`config.mk`:
```
export PLATFORM = sky130hd
export DESIGN_NAME = scm_command_interface
export DESIGN_NICKNAME = d
export VERILOG_FILES = /design/src/verilog/scm_pkg.sv /design/src/verilog/scm_bank.sv /design/src/verilog/scm_command_interface.sv
export SDC_FILE = /design/constraint.sdc
export NUM_CORES = 1
export LEC_CHECK = 0
export BUFFER_PORTS_ARGS = -buffer_cell sky130_fd_sc_hd__buf_2
export CELL_PAD_IN_SITES_DETAIL_PLACEMENT = 1
export CELL_PAD_IN_SITES_GLOBAL_PLACEMENT = 1
export CORE_MARGIN = 2
export CORE_UTILIZATION = 44
export CTS_CLUSTER_DIAMETER = 150
export DETAILED_ROUTE_END_ITERATION = 7
export MAX_ROUTING_LAYER = met4
export PLACE_DENSITY = 0.92
export SYNTH_ARGS = -nofsm -noshare
export SYNTH_HDL_FRONTEND = slang
export SYNTH_HIERARCHICAL = 1
export SYNTH_SLANG_ARGS = --single-unit
```
`constraint.sdc`:
```
create_clock -name mclk -period 3.6 [get_ports mclk]
set_input_delay 0.72 -clock mclk [delete_from_list [all_inputs] [get_ports mclk]]
set_output_delay 0.72 -clock mclk [all_outputs]
set_load 0.03 [all_outputs]
```
`src/verilog/scm_pkg.sv`:
```
// constants, types and decode helpers for the mobile sdram command interface
`default_nettype none
package scm_pkg;

  // clock and self-refresh pacing
  localparam int CLK_PERIOD_NS           = 25;
  localparam int REFRESH_INTERVAL_NS     = 15625;
  localparam int REFRESH_INTERVAL_CYCLES = REFRESH_INTERVAL_NS / CLK_PERIOD_NS;

  // field positions
  localparam int EXT_PARTIAL_ARRAY_REFRESH_LSB  = 0;
  localparam int EXT_TEMP_COMP_SELF_REFRESH_LSB  = 3;
  localparam int EXT_DRIVE_LSB = 5;
  localparam int ADDR_AUTO_PRE = 10;
  localparam int COL_WIDTH     = 9;

  // reset values: full array, full drive, 85 degree setting
  localparam logic [11:0] MODE_RESET     = 12'h000;
  localparam logic [11:0] EXT_MODE_RESET = 12'h000;

  // mode-register selection on the bank-select pins
  localparam logic [1:0] BANK_SEL_BASE = 2'h0;
  localparam logic [1:0] BANK_SEL_EXT  = 2'h2;

  // partial-array codes
  localparam logic [2:0] PARTIAL_ARRAY_REFRESH_FULL    = 3'h0;
  localparam logic [2:0] PARTIAL_ARRAY_REFRESH_TWO     = 3'h1;
  localparam logic [2:0] PARTIAL_ARRAY_REFRESH_ONE     = 3'h2;
  localparam logic [2:0] PARTIAL_ARRAY_REFRESH_HALF    = 3'h5;
  localparam logic [2:0] PARTIAL_ARRAY_REFRESH_QUARTER = 3'h6;

  // temperature codes
  localparam logic [1:0] TEMP_COMP_SELF_REFRESH_85 = 2'h0;
  localparam logic [1:0] TEMP_COMP_SELF_REFRESH_70 = 2'h3;
  localparam logic [1:0] TEMP_COMP_SELF_REFRESH_45 = 2'h2;
  localparam logic [1:0] TEMP_COMP_SELF_REFRESH_15 = 2'h1;

  localparam logic [11:0] ROWS_FULL    = 12'hFFF;
  localparam logic [11:0] ROWS_HALF    = 12'h7FF;
  localparam logic [11:0] ROWS_QUARTER = 12'h3FF;

  typedef enum logic [3:0] {
    CMD_INHIBIT, CMD_NOP, CMD_ACTIVE, CMD_READ, CMD_WRITE,
    CMD_BURST_STOP, CMD_PRECHARGE, CMD_REFRESH, CMD_MODE_LOAD
  } scm_cmd_e;

  typedef enum logic [1:0] {PWR_NORMAL, PWR_SELF_REFRESH, PWR_DEEP_DOWN} scm_pwr_e;

  typedef struct packed {
    logic        csN;
    logic        rasN;
    logic        casN;
    logic        weN;
    logic        cke;
    logic [1:0]  bankSel;
    logic [11:0] addr;
    logic        byteMaskHigh;
    logic        byteMaskLow;
    logic [15:0] dq;
  } scm_pins_s;

  function automatic scm_cmd_e scm_decode(input scm_pins_s p);
    scm_cmd_e c;
    c = CMD_INHIBIT;
    if (!p.csN) begin
      unique case ({p.rasN, p.casN, p.weN})
        3'b111: c = CMD_NOP;
        3'b011: c = CMD_ACTIVE;
        3'b101: c = CMD_READ;
        3'b100: c = CMD_WRITE;
        3'b110: c = CMD_BURST_STOP;
        3'b010: c = CMD_PRECHARGE;
        3'b001: c = CMD_REFRESH;
        3'b000: c = CMD_MODE_LOAD;
      endcase
    end
    return c;
  endfunction

  function automatic logic [3:0] scm_region_banks(input logic [2:0] partial_array_refresh);
    logic [3:0] m;
    m = 4'hF;
    if (partial_array_refresh == PARTIAL_ARRAY_REFRESH_TWO) m = 4'h3;
    if (partial_array_refresh == PARTIAL_ARRAY_REFRESH_ONE || partial_array_refresh == PARTIAL_ARRAY_REFRESH_HALF || partial_array_refresh == PARTIAL_ARRAY_REFRESH_QUARTER) m = 4'h1;
    return m;
  endfunction

  function automatic logic [11:0] scm_region_rows(input logic [2:0] partial_array_refresh);
    logic [11:0] r;
    r = ROWS_FULL;
    if (partial_array_refresh == PARTIAL_ARRAY_REFRESH_HALF) r = ROWS_HALF;
    if (partial_array_refresh == PARTIAL_ARRAY_REFRESH_QUARTER) r = ROWS_QUARTER;
    return r;
  endfunction

  // cooler settings stretch the self-refresh interval
  function automatic logic [1:0] scm_temp_comp_self_refresh_shift(input logic [1:0] temp_comp_self_refresh);
    logic [1:0] s;
    s = 2'h0;
    if (temp_comp_self_refresh == TEMP_COMP_SELF_REFRESH_70) s = 2'h1;
    if (temp_comp_self_refresh == TEMP_COMP_SELF_REFRESH_45) s = 2'h2;
    if (temp_comp_self_refresh == TEMP_COMP_SELF_REFRESH_15) s = 2'h3;
    return s;
  endfunction

endpackage
`default_nettype wire
```
`src/verilog/scm_bank.sv`:
```
// one bank's open-row tracker
`timescale 1ns/1ps
`default_nettype none
module scm_bank
  import scm_pkg::*;
(
  // clock and reset
  input  wire logic        mclk,
  input  wire logic        resetn,
  // row control
  input  wire logic        activate,
  input  wire logic        close,
  input  wire logic [11:0] row,
  // state
  output logic             isOpen,
  output logic [11:0]      openRow
);

  typedef struct packed {
    logic        isOpen;
    logic [11:0] row;
  } scm_bank_s;

  scm_bank_s s;
  scm_bank_s next_s;

  always_comb begin
    next_s = s;
    if (activate) begin
      next_s.isOpen = 1'b1;
      next_s.row    = row;
    end else if (close) begin
      next_s.isOpen = 1'b0;
    end
  end

  always_ff @(posedge mclk or negedge resetn) begin
    if (!resetn) begin
      s <= '0;
    end else begin
      s <= next_s;
    end
  end

  assign isOpen  = s.isOpen;
  assign openRow = s.row;

endmodule
`default_nettype wire

```
`src/verilog/scm_command_interface.sv`:
```
// command decode, mode registers, low-power modes and byte masking of a mobile sdram
//
// Contract
// - extended bits 4..3 pick one of four self-refresh temperature rates
// - partial-array field picks refreshed region: four, two, one, half or quarter bank
// - reads and writes reach all banks; only self refresh honours the region
// - extended bits 6..5 pick full, half or quarter output drive
// - unloaded extended register means full array, full drive, 85 degrees
// - chip select high ignores commands; low decodes strobes into eight commands
// - burst-stop code terminates with clock enable high, deep power-down when low
// - refresh code auto refreshes with clock enable high, self refresh when low
// - refresh uses internal row counter and ignores all pins but clock enable
// - mode load writes the twelve address bits into the addressed register
// - both mode registers survive deep power-down entry and exit
// - activate opens given row in given bank until precharged
// - read/write column from low nine bits; bit 10 asks auto precharge
// - read byte mask high floats its lanes two clocks later
// - write byte mask acts with its data: high discards that byte
// - low mask governs data bits 0..7, high mask bits 8..15
// - precharge closes named bank, or all banks when address bit 10 high
// - no-op registers nothing and leaves running operations alone
// - command inhibit deselects; running operations continue
`timescale 1ns/1ps
`default_nettype none
module scm_command_interface
  import scm_pkg::*;
#(
  parameter int SREF_BASE_CYCLES = REFRESH_INTERVAL_CYCLES
) (
  // clock and reset
  input  wire logic        mclk,
  input  wire logic        resetn,
  // sdram pins
  input  wire scm_pins_s   pins,
  output logic [15:0]      dqOut,
  output logic [15:0]      dqOeN,
  // array side
  input  wire logic [15:0] arrayRdData,
  output logic             memRdReq,
  output logic             memWr,
  output logic [1:0]       memWrByteEn,
  output logic [15:0]      memWrData,
  output logic [1:0]       memBank,
  output logic [8:0]       memCol,
  output logic             autoPrecharge,
  // refresh side
  output logic             refreshPulse,
  output logic [11:0]      refreshRow,
  output logic [3:0]       refreshBankMask,
  // configuration and status
  output logic [11:0]      modeReg,
  output logic [11:0]      extendedModeReg,
  output logic [1:0]       tempCompSelfRefresh,
  output logic [2:0]       partialArrayRefresh,
  output logic [1:0]       driveStrength,
  output logic             selfRefreshActive,
  output logic             deepPowerDown,
  output logic             cmdAccepted,
  output scm_cmd_e         cmdCode,
  output logic [3:0]       bankOpen,
  output logic [3:0][11:0] openRow
);

  typedef struct packed {
    scm_pins_s   pinMeta;
    scm_pins_s   pinSync;
    logic [11:0] modeReg;
    logic [11:0] extModeReg;
    scm_pwr_e    powerState;
    logic [15:0] srefCount;
    logic        readActive;
    logic        writeActive;
    logic [1:0]  maskDly1;
    logic [15:0] dqOut;
    logic [15:0] dqOeN;
    logic        memRdReq;
    logic        memWr;
    logic [1:0]  memWrByteEn;
    logic [15:0] memWrData;
    logic [1:0]  memBank;
    logic [8:0]  memCol;
    logic        autoPre;
    logic        refreshPulse;
    logic [11:0] refreshRow;
    logic [3:0]  refreshBankMask;
    logic        cmdAccepted;
    scm_cmd_e    cmdCode;
  } scm_state_s;

  scm_state_s s;
  scm_state_s next_s;
  scm_pins_s  p;
  scm_cmd_e   cmd;
  logic       accept;
  logic [3:0] activateBank;
  logic [3:0] closeBank;
  logic [15:0] srefLimit;

  assign p   = s.pinSync;
  assign cmd = scm_decode(p);
  // longer intervals at cooler settings save self-refresh current
  assign srefLimit = 16'(SREF_BASE_CYCLES << scm_temp_comp_self_refresh_shift(s.extModeReg[4:3])) - 16'h0001;

  always_comb begin
    next_s = s;
    activateBank = 4'h0;
    closeBank    = 4'h0;
    accept       = 1'b0;
    // only the second stage is read by logic
    next_s.pinMeta = pins;
    next_s.pinSync = s.pinMeta;
    next_s.memRdReq     = 1'b0;
    next_s.memWr        = 1'b0;
    next_s.refreshPulse = 1'b0;
    next_s.cmdAccepted  = 1'b0;
    next_s.maskDly1     = {p.byteMaskHigh, p.byteMaskLow};
    next_s.dqOut        = arrayRdData;
    // lanes drive only for a live read beat whose mask came in low
    next_s.dqOeN = ~{{8{s.memRdReq & ~s.maskDly1[1]}},
                     {8{s.memRdReq & ~s.maskDly1[0]}}};
    unique case (s.powerState)
      PWR_SELF_REFRESH: begin
        if (p.cke) begin
          next_s.powerState = PWR_NORMAL;
        end else if (s.srefCount >= srefLimit) begin
          next_s.srefCount       = 16'h0000;
          next_s.refreshPulse    = 1'b1;
          next_s.refreshBankMask = scm_region_banks(s.extModeReg[2:0]);
          // rows outside the region are skipped and lose their data
          next_s.refreshRow = (s.refreshRow + 12'h001) & scm_region_rows(s.extModeReg[2:0]);
        end else begin
          next_s.srefCount = s.srefCount + 16'h0001;
        end
      end
      PWR_DEEP_DOWN: begin
        // mode registers are left untouched here
        if (p.cke) begin
          next_s.powerState = PWR_NORMAL;
        end
      end
      PWR_NORMAL: begin
        // nop and inhibit fall through; bursts keep running
        accept = (cmd != CMD_INHIBIT) && (cmd != CMD_NOP)
                 && (p.cke || cmd == CMD_REFRESH || cmd == CMD_BURST_STOP);
        if (p.cke && s.readActive) begin
          next_s.memRdReq = 1'b1;
          next_s.memCol   = s.memCol + 9'h001;
        end
        if (p.cke && s.writeActive) begin
          next_s.memWr       = 1'b1;
          next_s.memWrData   = p.dq;
          next_s.memWrByteEn = ~{p.byteMaskHigh, p.byteMaskLow};
          next_s.memCol      = s.memCol + 9'h001;
        end
        if (accept) begin
          next_s.cmdAccepted = 1'b1;
          next_s.cmdCode     = cmd;
          unique case (cmd)
            CMD_ACTIVE: begin
              activateBank[p.bankSel] = 1'b1;
            end
            CMD_READ: begin
              // no partial-array gating on normal accesses
              next_s.readActive  = 1'b1;
              next_s.writeActive = 1'b0;
              next_s.memRdReq    = 1'b1;
              next_s.memBank     = p.bankSel;
              next_s.memCol      = p.addr[COL_WIDTH-1:0];
              next_s.autoPre     = p.addr[ADDR_AUTO_PRE];
            end
            CMD_WRITE: begin
              next_s.writeActive = 1'b1;
              next_s.readActive  = 1'b0;
              next_s.memWr       = 1'b1;
              next_s.memWrData   = p.dq;
              next_s.memWrByteEn = ~{p.byteMaskHigh, p.byteMaskLow};
              next_s.memBank     = p.bankSel;
              next_s.memCol      = p.addr[COL_WIDTH-1:0];
              next_s.autoPre     = p.addr[ADDR_AUTO_PRE];
            end
            CMD_BURST_STOP: begin
              next_s.readActive  = 1'b0;
              next_s.writeActive = 1'b0;
              next_s.memRdReq    = 1'b0;
              next_s.memWr       = 1'b0;
              if (p.cke) begin
                // burst length is not tracked, so terminate ends the burst
                if ((s.readActive || s.writeActive) && s.autoPre) begin
                  closeBank[s.memBank] = 1'b1;
                end
              end else begin
                next_s.powerState = PWR_DEEP_DOWN;
              end
            end
            CMD_PRECHARGE: begin
              if (p.addr[ADDR_AUTO_PRE]) begin
                closeBank = 4'hF;
              end else begin
                closeBank[p.bankSel] = 1'b1;
              end
              if (p.addr[ADDR_AUTO_PRE] || p.bankSel == s.memBank) begin
                next_s.readActive  = 1'b0;
                next_s.writeActive = 1'b0;
              end
            end
            CMD_REFRESH: begin
              // row comes from the internal counter; address pins unused
              next_s.readActive  = 1'b0;
              next_s.writeActive = 1'b0;
              if (p.cke) begin
                next_s.refreshPulse    = 1'b1;
                next_s.refreshBankMask = 4'hF;
                next_s.refreshRow      = s.refreshRow + 12'h001;
              end else begin
                next_s.powerState = PWR_SELF_REFRESH;
                next_s.srefCount  = 16'h0000;
              end
            end
            CMD_MODE_LOAD: begin
              if (p.bankSel == BANK_SEL_BASE) begin
                next_s.modeReg = p.addr;
              end else if (p.bankSel == BANK_SEL_EXT) begin
                next_s.extModeReg = p.addr;
              end
            end
            default: begin
            end
          endcase
        end
      end
      default: begin
        next_s.powerState = PWR_NORMAL;
      end
    endcase
  end

  always_ff @(posedge mclk or negedge resetn) begin
    if (!resetn) begin
      s            <= '0;
      s.modeReg    <= MODE_RESET;
      s.extModeReg <= EXT_MODE_RESET;
      s.powerState <= PWR_NORMAL;
      s.dqOeN      <= 16'hFFFF;
      s.cmdCode    <= CMD_INHIBIT;
    end else begin
      s <= next_s;
    end
  end

  genvar b;
  generate
    for (b = 0; b < 4; b++) begin : gBank
      scm_bank uBank (
        .mclk     (mclk),
        .resetn   (resetn),
        .activate (activateBank[b]),
        .close    (closeBank[b]),
        .row      (p.addr),
        .isOpen   (bankOpen[b]),
        .openRow  (openRow[b])
      );
    end
  endgenerate

  assign dqOut               = s.dqOut;
  assign dqOeN               = s.dqOeN;
  assign memRdReq            = s.memRdReq;
  assign memWr               = s.memWr;
  assign memWrByteEn         = s.memWrByteEn;
  assign memWrData           = s.memWrData;
  assign memBank             = s.memBank;
  assign memCol              = s.memCol;
  assign autoPrecharge       = s.autoPre;
  assign refreshPulse        = s.refreshPulse;
  assign refreshRow          = s.refreshRow;
  assign refreshBankMask     = s.refreshBankMask;
  assign modeReg             = s.modeReg;
  assign extendedModeReg     = s.extModeReg;
  assign tempCompSelfRefresh = s.extModeReg[EXT_TEMP_COMP_SELF_REFRESH_LSB +: 2];
  assign partialArrayRefresh = s.extModeReg[EXT_PARTIAL_ARRAY_REFRESH_LSB +: 3];
  assign driveStrength       = s.extModeReg[EXT_DRIVE_LSB +: 2];
  assign selfRefreshActive   = (s.powerState == PWR_SELF_REFRESH);
  assign deepPowerDown       = (s.powerState == PWR_DEEP_DOWN);
  assign cmdAccepted         = s.cmdAccepted;
  assign cmdCode             = s.cmdCode;

  // checks
  logic extLoaded;
  logic extLoadNow;
  assign extLoadNow = (s.powerState == PWR_NORMAL) && p.cke
                      && cmd == CMD_MODE_LOAD && p.bankSel == BANK_SEL_EXT;
  always_ff @(posedge mclk or negedge resetn) begin
    if (!resetn) begin
      extLoaded <= 1'b0;
    end else if (extLoadNow) begin
      extLoaded <= 1'b1;
    end
  end
endmodule
`default_nettype wire

```
==> results of run 1 <==
worst reg2reg max path, delay by kind of cell, from the launching register on:
family          cells  cell delay, ps
buf+inv             1              80
compound gates      1             460
mux                 1             440
flops               1             510
simple gates        4            1380
fa+ha+maj           1             370
sequential cells by signal (all words and copies together) (netlist names), 3 cells and up:
| register | flops |
|---|---|
| cmdCode | 4 |
| dqOut | 16 |
| extendedModeReg | 12 |
| gBank.uBank/isOpen | 4 |
| gBank.uBank/openRow | 48 |
| memCol | 9 |
| memWrData | 16 |
| modeReg | 12 |
| next_s | 39 |
| p | 35 |
| refreshBankMask | 3 |
| refreshRow | 12 |
| s | 22 |
logic make-up after synthesis:
family / Yosys count
AO/OA/AOI/OAI: 122
XOR/XNOR: 11
adder cells (fa/ha/maj): 29
buffers and inverters: 169
flip-flops: 243
multiplexers: 97
other: 1
AND/OR/NAND/NOR: 160
timing repair:
action	4_1_cts	5_1_grt
setup endpoints to repair	0	44
setup buffers	0	4
resized for setup	0	1
placed cells by master, fill, tap and decap left out, types with 17 or more instances in the layout:
cell type / synthesis / routed
a21oi_1: 28 / 28
o21ai_0: 31 / 31
nand2_1: 48 / 48
nor2_1: 26 / 25
inv_1: 32 / 32
nand3_1: 17 / 17
mux2_2: 58 / 58
buf_2: 4 / 224
mux2_4: 36 / 36
clkbuf_16: 0 / 26
ha_1: 29 / 29
dfrtp_1: 241 / 240
cell type report:
cell class	instances	area (µm²)
fillers	2508	11400
flip-flops and latches	243	6080
multi-input cells	420	3420
repair buffers	243	1300
clock buffers	35	734
well taps	319	399
inverters	32	120
clock inverters	10	106
stage by stage:
stage	area, µm²	util (%)
floorplan	10600	-
global placement	11300	47.9
detailed placement	11300	47.9
CTS	12100	51.5
global route	12200	51.7
finish	12200	51.7
per-layer routing:
layer / global-route usage (%) / vias up / share of wire, % / wire [µm]
met5: - / - / 0 / 0
met4: 6.20 / 0 / 2.6 / 718
met3: 4.90 / 58 / 6.5 / 1760
met2: 37.7 / 248 / 51 / 14000
met1: 25.4 / 3518 / 39 / 10700
li1: - / 3036 / - / -
worst max-delay path by stage:
stage | start | to | slack (ps) | depth (start not counted)
6_report | p[34]$_DFF_PN0_ | modeReg[2]$_DFFE_PN0P_ | 240 | 8
5_1_grt | p[34]$_DFF_PN0_ | modeReg[2]$_DFFE_PN0P_ | 20 | 8
4_1_cts | extendedModeReg[3]$_DFFE_PN0P_ | refreshRow[1]$_DFFE_PN0P_ | 150 | 9
3_5_place_dp | extendedModeReg[4]$_DFFE_PN0P_ | refreshRow[1]$_DFFE_PN0P_ | 160 | 9
3_3_place_gp | extendedModeReg[4]$_DFFE_PN0P_ | refreshRow[1]$_DFFE_PN0P_ | 290 | 9
2_1_floorplan | extendedModeReg[4]$_DFFE_PN0P_ | refreshRow[5]$_DFFE_PN0P_ | 560 | 12
power by group through the flow:
stage	clock [mW]	sequential [mW]	combinational (mW)
6_report	2.59	3.42	1.85
3_5_place_dp	0	3.45	1.83
2_1_floorplan	0	3.47	1.46
4_1_cts	2.67	3.42	1.86
5_1_grt	2.76	3.47	1.96
3_3_place_gp	0	3.42	1.76
==> flow_metrics.py, run 1 <==
metrics = {
    "outcome": {
        "status": "finished clean",
    },
    "worst_setup_path": {
        "r2r_cells": 8,
        "cp.required_ps": 4010,
        "arrival_ps": 3770,
        "r2r-start": "p[34]$_DFF_PN0_",
        "crit_buf_inv": 1,
        "cp_top_family": "simple AND/OR/NAND/NOR gates",
        "critPathSlowestCell": "nand2_1",
        "cpPeakStageDelay_ps": 590,
        "crit_fanout": 13,
        "critPathKind": "flip-flop to flip-flop",
        "r2r_slack_ps": 240,
        "r2r-end": "modeReg[2]$_DFFE_PN0P_",
        "worstPathCellList": "inv_1, ha_1, and4bb_2, a211oi_1, or2_2, nor3_1, nand2_1, mux2_2",
        "crit_path_end_kind": "flip-flop",
        "cp-start-kind": "flip-flop",
    },
    "floorplan": {
        "die_h_um": 159,
        "core-area_um2": 23500,
        "row_count": 56,
        "initial_core_util_pct": 45.0,
        "die-area_um2": 25300,
        "ios": 226,
        "die_x_um": 159,
    },
    "timing": {
        "slew_headroom_pct": 43.3,
        "finClkSkew_ps": 27.0,
        "fin_ws_ps": 244,
        "clock.fmax_mhz": 298,
        "period_share_pct": 93.2,
        "grt_setup_unrepaired": "no",
        "period_minus_slack_ps": 3360,
        "finalHoldViolCount": 0,
        "tightestPinTransition_ps": 850,
        "setup_viol": 0,
        "finalSetupTns_ps": 0,
        "maxSlewViolCount": 0,
        "whs_ps": 216,
    },
    "detailed_routing": {
        "dr.pass1.iters": 4,
        "remaining_drc_errors": 0,
        "wl_per_cell_um": 20.9,
        "initialDrtViolationCount": 302,
        "vias": 6860,
        "totalWireLength_mm": 27.2,
        "final_antenna_net_count": 0,
        "viasPerCell": 5.27,
    },
    "logic_synthesis": {
        "yosys-top-cells-area": "dfrtp_1 57%, buf_4 8.0%, mux2_2 6.2%",
        "avgSynthCellArea_um2": 12.7,
        "synth-main-ff-cell": "dfrtp_1",
        "synth_most_common_cell": "dfrtp_1",
        "synth_edf_count": 0,
        "muxShareOfSynthArea_pct": 11.5,
        "synthCells": 832,
        "synth_compound_area_share_pct": 8.25,
        "ys_warn_count": 6,
        "synth_top_area_share_pct": 56.9,
        "synth_common_cells": "241 x dfrtp_1, 113 x buf_4, 58 x mux2_2, 48 x nand2_1, 36 x mux2_4",
        "synth_top_area_cell": "dfrtp_1",
        "synth-seq-cells": 243,
        "synth.distinct_cells": 73,
        "synthArstFlopShare_pct": 100,
        "syn-num-nets": 916,
        "synthSimpleGateAreaFrac_pct": 7.87,
        "synth_top_family_by_area": "multiplexers",
        "netlist_area_um2": 10600,
        "synth_sequential_area_ratio_pct": 57.4,
        "synth_fa_ha_area_share_pct": 3.42,
        "synth_xor_area_share_pct": 0.980,
    },
    "power": {
        "power_frac_comb_pct": 23.5,
        "switchingPower_mw": 2.68,
        "max-vdd-ir-drop_uv": 371,
        "power_mw": 7.86,
        "powerDensity_nw_per_um2": 646,
        "power.internal_mw": 5.18,
        "power_frac_clock_pct": 33.0,
        "p_sw_share_pct": 34.1,
        "p_leak_nw": 6.02,
        "seq_power_share_pct": 43.5,
    },
    "clock_network": {
        "cts.path.max_buffers": 3,
        "clock-root-buffer": "clkbuf_16",
        "clock-sinks": 243,
        "cts-buffers-inserted": 26,
        "clock_latency_ps": 550,
        "cts.htree.levels": 1,
        "cts_tree": "built",
        "cts_hold_buf": 0,
        "clk_pin_slew_ps": 60,
    },
    "placed_design": {
        "dp_cells": 1253,
        "gp_congestion": 0.895,
        "hpwl_mm": 18.7,
        "io_buffer_count": 225,
        "place_ws_ps": 158,
    },
    "grt": {
        "grt_pass1_vias": 7724,
        "track_usage_pct": 21.7,
        "grt_pass1_wl_mm": 42.7,
        "overflow": 0,
        "grt_max_degree": 103,
        "grt_antenna_before_repair": 0,
    },
    "run": {
        "maxCapViolations": 0,
    },
    "final_layout": {
        "synthToLayoutAreaGrowth_pct": 14.7,
        "drive_gt1_share_pct": 41.5,
        "nNetsFinal": 1050,
        "stdcell_count": 1302,
        "num_antenna_cells": 0,
    },
    "min_path": {
        "hold_class": "input pin to async pin",
    },
}
No activity file was read; power rests on OpenSTA's default activity.
==> run 2, diff against run 1 <==
CORE_ASPECT_RATIO = 1.5   (was not set)
==> run 2 against run 1 <==
Net effect: combinational power about the same; maximum frequency rose by 0.72%; first-iteration DRC count shrank 7.9%; non-clock buffer count shrank 5; power down 2.9%; register-to-register slack improved by 20 ps; worst setup slack improved by 24 ps; utilization fell by 0.77 points; worst hold slack gained 17 ps; sequential share of layout area increased by 0.51 points.
==> flow_metrics.py, run 2 (same netlist as run 1, synthesis figures left out) <==
metrics = {
    "outcome": {
        "status": "finished clean",
    },
    "detailed_routing": {
        "viasPerCell": 5.24,
        "totalWireLength_mm": 26.2,
        "wl_per_cell_um": 20.4,
        "final_antenna_net_count": 0,
        "initialDrtViolationCount": 278,
        "remaining_drc_errors": 0,
        "dr.pass1.iters": 4,
        "vias": 6760,
    },
    "worst_setup_path": {
        "cp-start-kind": "flip-flop",
        "crit_fanout": 13,
        "r2r_cells": 10,
        "crit_path_end_kind": "flip-flop",
        "r2r_slack_ps": 270,
        "r2r-start": "p[33]$_DFF_PN0_",
        "cp.required_ps": 3990,
        "arrival_ps": 3720,
        "critPathKind": "flip-flop to flip-flop",
        "r2r-end": "gBank[1].uBank/openRow[11]$_DFFE_PN0P_",
    },
    "timing": {
        "grt_setup_unrepaired": "no",
        "tightestPinTransition_ps": 1030,
        "period_share_pct": 92.6,
        "finalHoldViolCount": 0,
        "finClkSkew_ps": 10.1,
        "clock.fmax_mhz": 300,
        "finalSetupTns_ps": 0,
        "maxSlewViolCount": 0,
        "period_minus_slack_ps": 3330,
        "setup_viol": 0,
        "slew_headroom_pct": 31.7,
    },
    "final_layout": {
        "nNetsFinal": 1041,
        "stdcell_count": 1289,
        "drive_gt1_share_pct": 40.7,
        "largest_reg_flops": 48,
        "layout_common_cells": "241 x dfrtp_1, 224 x buf_2, 58 x mux2_2",
        "num_antenna_cells": 0,
        "synthToLayoutAreaGrowth_pct": 13.6,
        "final_common_cell": "dfrtp_1",
        "stdcell_area_um2": 12000,
        "postLayoutCoreUtil_pct": 50.9,
    },
    "grt": {
        "grt_max_degree": 92,
        "grt_pass1_wl_mm": 41.6,
        "grt_pass1_vias": 7627,
        "overflow": 0,
        "track_usage_pct": 21.8,
        "grt_antenna_before_repair": 0,
    },
    "floorplan": {
        "die_h_um": 194,
        "die-area_um2": 25400,
        "core-area_um2": 23700,
        "die_x_um": 131,
        "ios": 226,
        "row_count": 69,
        "initial_core_util_pct": 44.8,
    },
    "placed_design": {
        "dp_cells": 1251,
        "placed_area_um2": 11300,
        "io_buffer_count": 225,
        "gp_congestion": 0.893,
        "hpwl_mm": 18.9,
    },
    "run": {
        "maxCapViolations": 0,
    },
    "clock_network": {
        "clock-root-buffer": "clkbuf_16",
        "cts.htree.levels": 1,
        "clk_pin_slew_ps": 70,
        "clock-sinks": 243,
        "cts_resized": 0,
        "clock_latency_ps": 510,
        "cts-buffers-inserted": 22,
        "cts_tree": "built",
        "cts.path.max_buffers": 3,
    },
    "power": {
        "p_leak_nw": 5.95,
        "powerDensity_nw_per_um2": 634,
        "max-vdd-ir-drop_uv": 434,
        "power_mw": 7.63,
    },
    "min_path": {
        "hold_class": "input pin to async pin",
    },
}
run 2: cell count changes in the layout (fill, tap and decap cells not counted), sizes merged:
cell	before	now
clkinvlp	1	0
clkbuf	35	28
buf	243	238
clkinv	8	6
bufinv	1	3
run 2: critical path, stage by stage (launching register included):
cell and delay, ps:
dfrtp_1 500, inv_1 100, ha_1 400, and4bb_2 310
a211oi_1 120, or2_2 460, nor2_1 120, nand4b_1 280
nor3b_2 260, buf_4 290, mux2_2 370
run 2: worst max path at each step:
stage                                              start  slack, ps  cells after the start                                      to
after floorplan           extendedModeReg[4]$_DFFE_PN0P_        560                     12               refreshRow[5]$_DFFE_PN0P_
after global placement    extendedModeReg[3]$_DFFE_PN0P_        290                      9               refreshRow[1]$_DFFE_PN0P_
after detailed placement  extendedModeReg[4]$_DFFE_PN0P_        180                      9               refreshRow[1]$_DFFE_PN0P_
after CTS                 extendedModeReg[4]$_DFFE_PN0P_        150                      9               refreshRow[1]$_DFFE_PN0P_
after global routing                     p[33]$_DFF_PN0_         70                     10  gBank[1].uBank/openRow[11]$_DFFE_PN0P_
final                                    p[33]$_DFF_PN0_        270                     10  gBank[1].uBank/openRow[11]$_DFFE_PN0P_
run 2: layout make-up:
type                    count  area, µm²
clock buffers              28        603
clock inverters             9        139
fillers                  2543      11600
inverters                  32        120
multi-input cells         420       3420
flip-flops and latches    243       6080
well taps                 319        399
repair buffers            238       1270
run 2: per-layer routing:
| metal | track usage [%] | routed length [µm] |
|---|---|---|
| met5 | - | 0 |
| met4 | 9.57 | 1290 |
| met3 | 3.95 | 1180 |
| met2 | 38.8 | 14400 |
| met1 | 23.2 | 9340 |
run 2: through the flow:
step | setup WS, ps | hold WS, ps
final | 268 | 233
after global routing | 71.5 | 272
after CTS | 153 | 245
after detailed placement | 177 | 336
after global placement | 290 | 331
after floorplan | 558 | 331
run 2: what timing repair did:
| item | CTS | global route |
|---|---|---|
| setup buffers | 0 | 1 |
| setup endpoints to repair | 0 | 5 |
| hold buffers | 0 | 0 |
| endpoints found under the hold margin | 0 | 0 |
run 2: power breakdown:
part / leakage (nW) / internal, mW / switching, mW
sequential: 3.04 / 3.09 / 0.311
combinational: 2.54 / 0.580 / 1.24
clock: 0.365 / 1.40 / 1.00
total: 5.95 / 5.07 / 2.56
==> run 3, diff against run 2 <==
ABC_AREA = 1   (was not set)
CORE_UTILIZATION = 41   (was 44)
PLACE_DENSITY = 0.91   (was 0.92)
==> run 3 against run 2 <==
Net effect: worst hold slack worse by 28 ps; synthesized cell count up 41%; via count up 21%; critical endpoint is now refreshRow[5]$_DFFE_PN0P_; combinational power rose by 48%; worst setup slack better by 210 ps; register-to-register slack better by 210 ps; largest power group unchanged; routed wire length is 13% higher; highest routed layer unchanged; die area up 8.8%; clock skew rose by 6.0 ps.
==> flow_metrics.py, run 3 <==
metrics = {
    "logic_synthesis": {
        "syn-num-nets": 1256,
        "ys_warn_count": 6,
        "synth_most_common_cell": "nand2_1",
        "synthArstFlopShare_pct": 100,
        "synth_sequential_area_ratio_pct": 56.5,
        "synth_common_cells": "399 x nand2_1, 241 x dfrtp_1, 116 x buf_4, 88 x inv_1, 56 x nor2_1",
        "yosys-top-cells-area": "dfrtp_1 56%, nand2_1 14%, buf_4 8.1%",
        "synth-main-ff-cell": "dfrtp_1",
        "avgSynthCellArea_um2": 9.19,
        "synth_top_area_share_pct": 56.0,
        "synth.distinct_cells": 35,
        "synthCells": 1172,
        "netlist_area_um2": 10800,
        "synth-seq-cells": 243,
        "synth_edf_count": 0,
        "synth_top_area_cell": "dfrtp_1",
    },
    "detailed_routing": {
        "dr.pass1.iters": 4,
        "remaining_drc_errors": 0,
        "wl_per_cell_um": 18.0,
        "initialDrtViolationCount": 343,
        "final_antenna_net_count": 0,
        "totalWireLength_mm": 29.6,
        "vias": 8205,
        "viasPerCell": 5.00,
    },
    "clock_network": {
        "clock_latency_ps": 520,
        "cts_resized": 0,
        "cts.path.max_buffers": 3,
        "cts_hold_buf": 0,
        "clock-sinks": 243,
        "cts_tree": "built",
        "post_cts_buffers": 0,
        "clk_pin_slew_ps": 60,
        "cts.htree.levels": 1,
        "cts-buffers-inserted": 24,
        "clock-root-buffer": "clkbuf_16",
    },
    "floorplan": {
        "die_h_um": 202,
        "initial_core_util_pct": 41.8,
        "ios": 226,
        "row_count": 72,
        "die_x_um": 136,
        "die-area_um2": 27600,
        "core-area_um2": 25800,
    },
    "final_layout": {
        "layout_common_cells": "399 x nand2_1, 241 x dfrtp_1, 224 x buf_2",
        "drive_gt1_share_pct": 22.9,
        "final_common_cell": "nand2_1",
        "stdcell_area_um2": 12300,
        "stdcell_count": 1642,
        "largest_reg_flops": 48,
        "nNetsFinal": 1374,
        "synthToLayoutAreaGrowth_pct": 14.0,
        "postLayoutCoreUtil_pct": 47.6,
    },
    "timing": {
        "finalHoldViolCount": 0,
        "grt_setup_unrepaired": "no",
        "maxSlewViolCount": 0,
        "finClkSkew_ps": 16.1,
        "slew_headroom_pct": 36.3,
        "fin_ws_ps": 479,
        "tightestPinTransition_ps": 953,
        "period_minus_slack_ps": 3120,
        "period_share_pct": 86.7,
        "clock.fmax_mhz": 320,
        "setup_viol": 0,
        "finalSetupTns_ps": 0,
        "whs_ps": 205,
    },
    "worst_setup_path": {
        "r2r-start": "extendedModeReg[3]$_DFFE_PN0P_",
        "path_depth": 15,
        "cp-start-kind": "flip-flop",
        "cpMostUsedCell": "nand2_1",
        "crit_path_end": "refreshRow[5]$_DFFE_PN0P_",
        "r2r-end": "refreshRow[5]$_DFFE_PN0P_",
        "cp_top_family": "simple AND/OR/NAND/NOR gates",
        "critPathKind": "flip-flop to flip-flop",
        "crit_fanout": 13,
        "critPathSlowestCell": "a21oi_2",
        "crit_buf_inv": 2,
        "crit_path_end_kind": "flip-flop",
        "r2r_slack_ps": 480,
        "r2r_cells": 15,
        "crit_path_start": "extendedModeReg[3]$_DFFE_PN0P_",
        "cpPeakStageDelay_ps": 550,
        "cp.required_ps": 4060,
        "arrival_ps": 3580,
        "worstPathCellList": "inv_1, ha_1, ha_1, nand2_1, inv_1, nand2_1, nor2_1, nor2_1, nand2_1, nand2_1, nand2_1, nand2_1, a21oi_2, nand2_1, nand2_1",
    },
    "outcome": {
        "status": "finished clean",
    },
    "power": {
        "powerDensity_nw_per_um2": 737,
        "max-vdd-ir-drop_uv": 479,
        "power_frac_clock_pct": 30.8,
        "power.internal_mw": 5.62,
        "p_leak_nw": 6.71,
        "power_frac_comb_pct": 29.8,
        "seq_power_share_pct": 39.4,
        "p_sw_share_pct": 37.9,
        "power_mw": 9.05,
        "switchingPower_mw": 3.42,
    },
    "placed_design": {
        "gp_congestion": 0.869,
        "placed_area_um2": 11400,
        "hpwl_mm": 21.6,
        "place_ws_ps": 441,
        "io_buffer_count": 225,
        "dp_cells": 1597,
    },
    "min_path": {
        "hold_class": "input pin to async pin",
    },
    "grt": {
        "grt_antenna_before_repair": 1,
        "grt_pass1_vias": 8964,
        "grt_pass1_wl_mm": 47.1,
        "overflow": 0,
        "grt_max_degree": 86,
        "track_usage_pct": 22.4,
    },
    "run": {
        "maxCapViolations": 0,
    },
}
-- run 3: logic make-up (layout without fill, tap and decap cells) --
group | count (synthesis) | in the layout | synth area share (%)
AND/OR/NAND/NOR | 536 | 536 | 20.1
flip-flops | 243 | 243 | 56.5
buffers and inverters | 242 | 378 | 12.9
AO/OA/AOI/OAI | 96 | 96 | 5.00
adder cells (fa/ha/maj) | 29 | 29 | 3.37
XOR/XNOR | 25 | 25 | 2.03
other | 1 | 2 | 0.0348
-- run 3: worst min path at each step --
stage	from	to	slack, ps
2_1_floorplan	next_s[148]$_DFF_PN0_	next_s[86]$_DFF_PN0_	330
3_3_place_gp	next_s[155]$_DFF_PN0_	p[23]$_DFF_PN0_	330
3_5_place_dp	next_s[147]$_DFF_PN0_	p[15]$_DFF_PN0_	340
4_1_cts	resetn	memWrData[14]$_DFFE_PN0P_	230
5_1_grt	resetn	memWrData[14]$_DFFE_PN0P_	250
6_report	resetn	memWrData[14]$_DFFE_PN0P_	210
-- run 3: layout make-up --
class	count	area (µm²)
diodes	1	2.50
clock buffers	35	713
clock inverters	9	175
fillers	3087	13500
inverters	100	375
multi-input cells	687	3290
flip-flops and latches	243	6080
well taps	333	417
repair buffers	234	1220
-- run 3: metal layers --
metal,vias up,track usage (%),wire length [µm]
met1,4115,24.0,10800
met3,88,4.00,1550
met5,-,-,0
met2,219,40.0,15800
li1,3783,-,-
met4,0,9.75,1330
-- run 3: worst reg2reg max path, delay by kind of cell (launching register included) --
| kind | cells | cell delay [ps] |
|---|---|---|
| adders and majority gates | 2 | 660 |
| buffers and inverters | 2 | 200 |
| and+or+nand+nor | 10 | 1130 |
| AOI/OAI and AO/OA | 1 | 550 |
| DFF | 1 | 530 |
-- run 3: power by group through the flow --
| stage | logic [mW] | registers, mW | clock network, mW |
|---|---|---|---|
| global placement | 2.61 | 3.59 | 0 |
| finish | 2.69 | 3.57 | 2.79 |
| detailed placement | 2.71 | 3.61 | 0 |
| floorplan | 2.00 | 3.70 | 0 |
| CTS | 2.73 | 3.57 | 2.85 |
| global route | 2.94 | 3.63 | 2.96 |
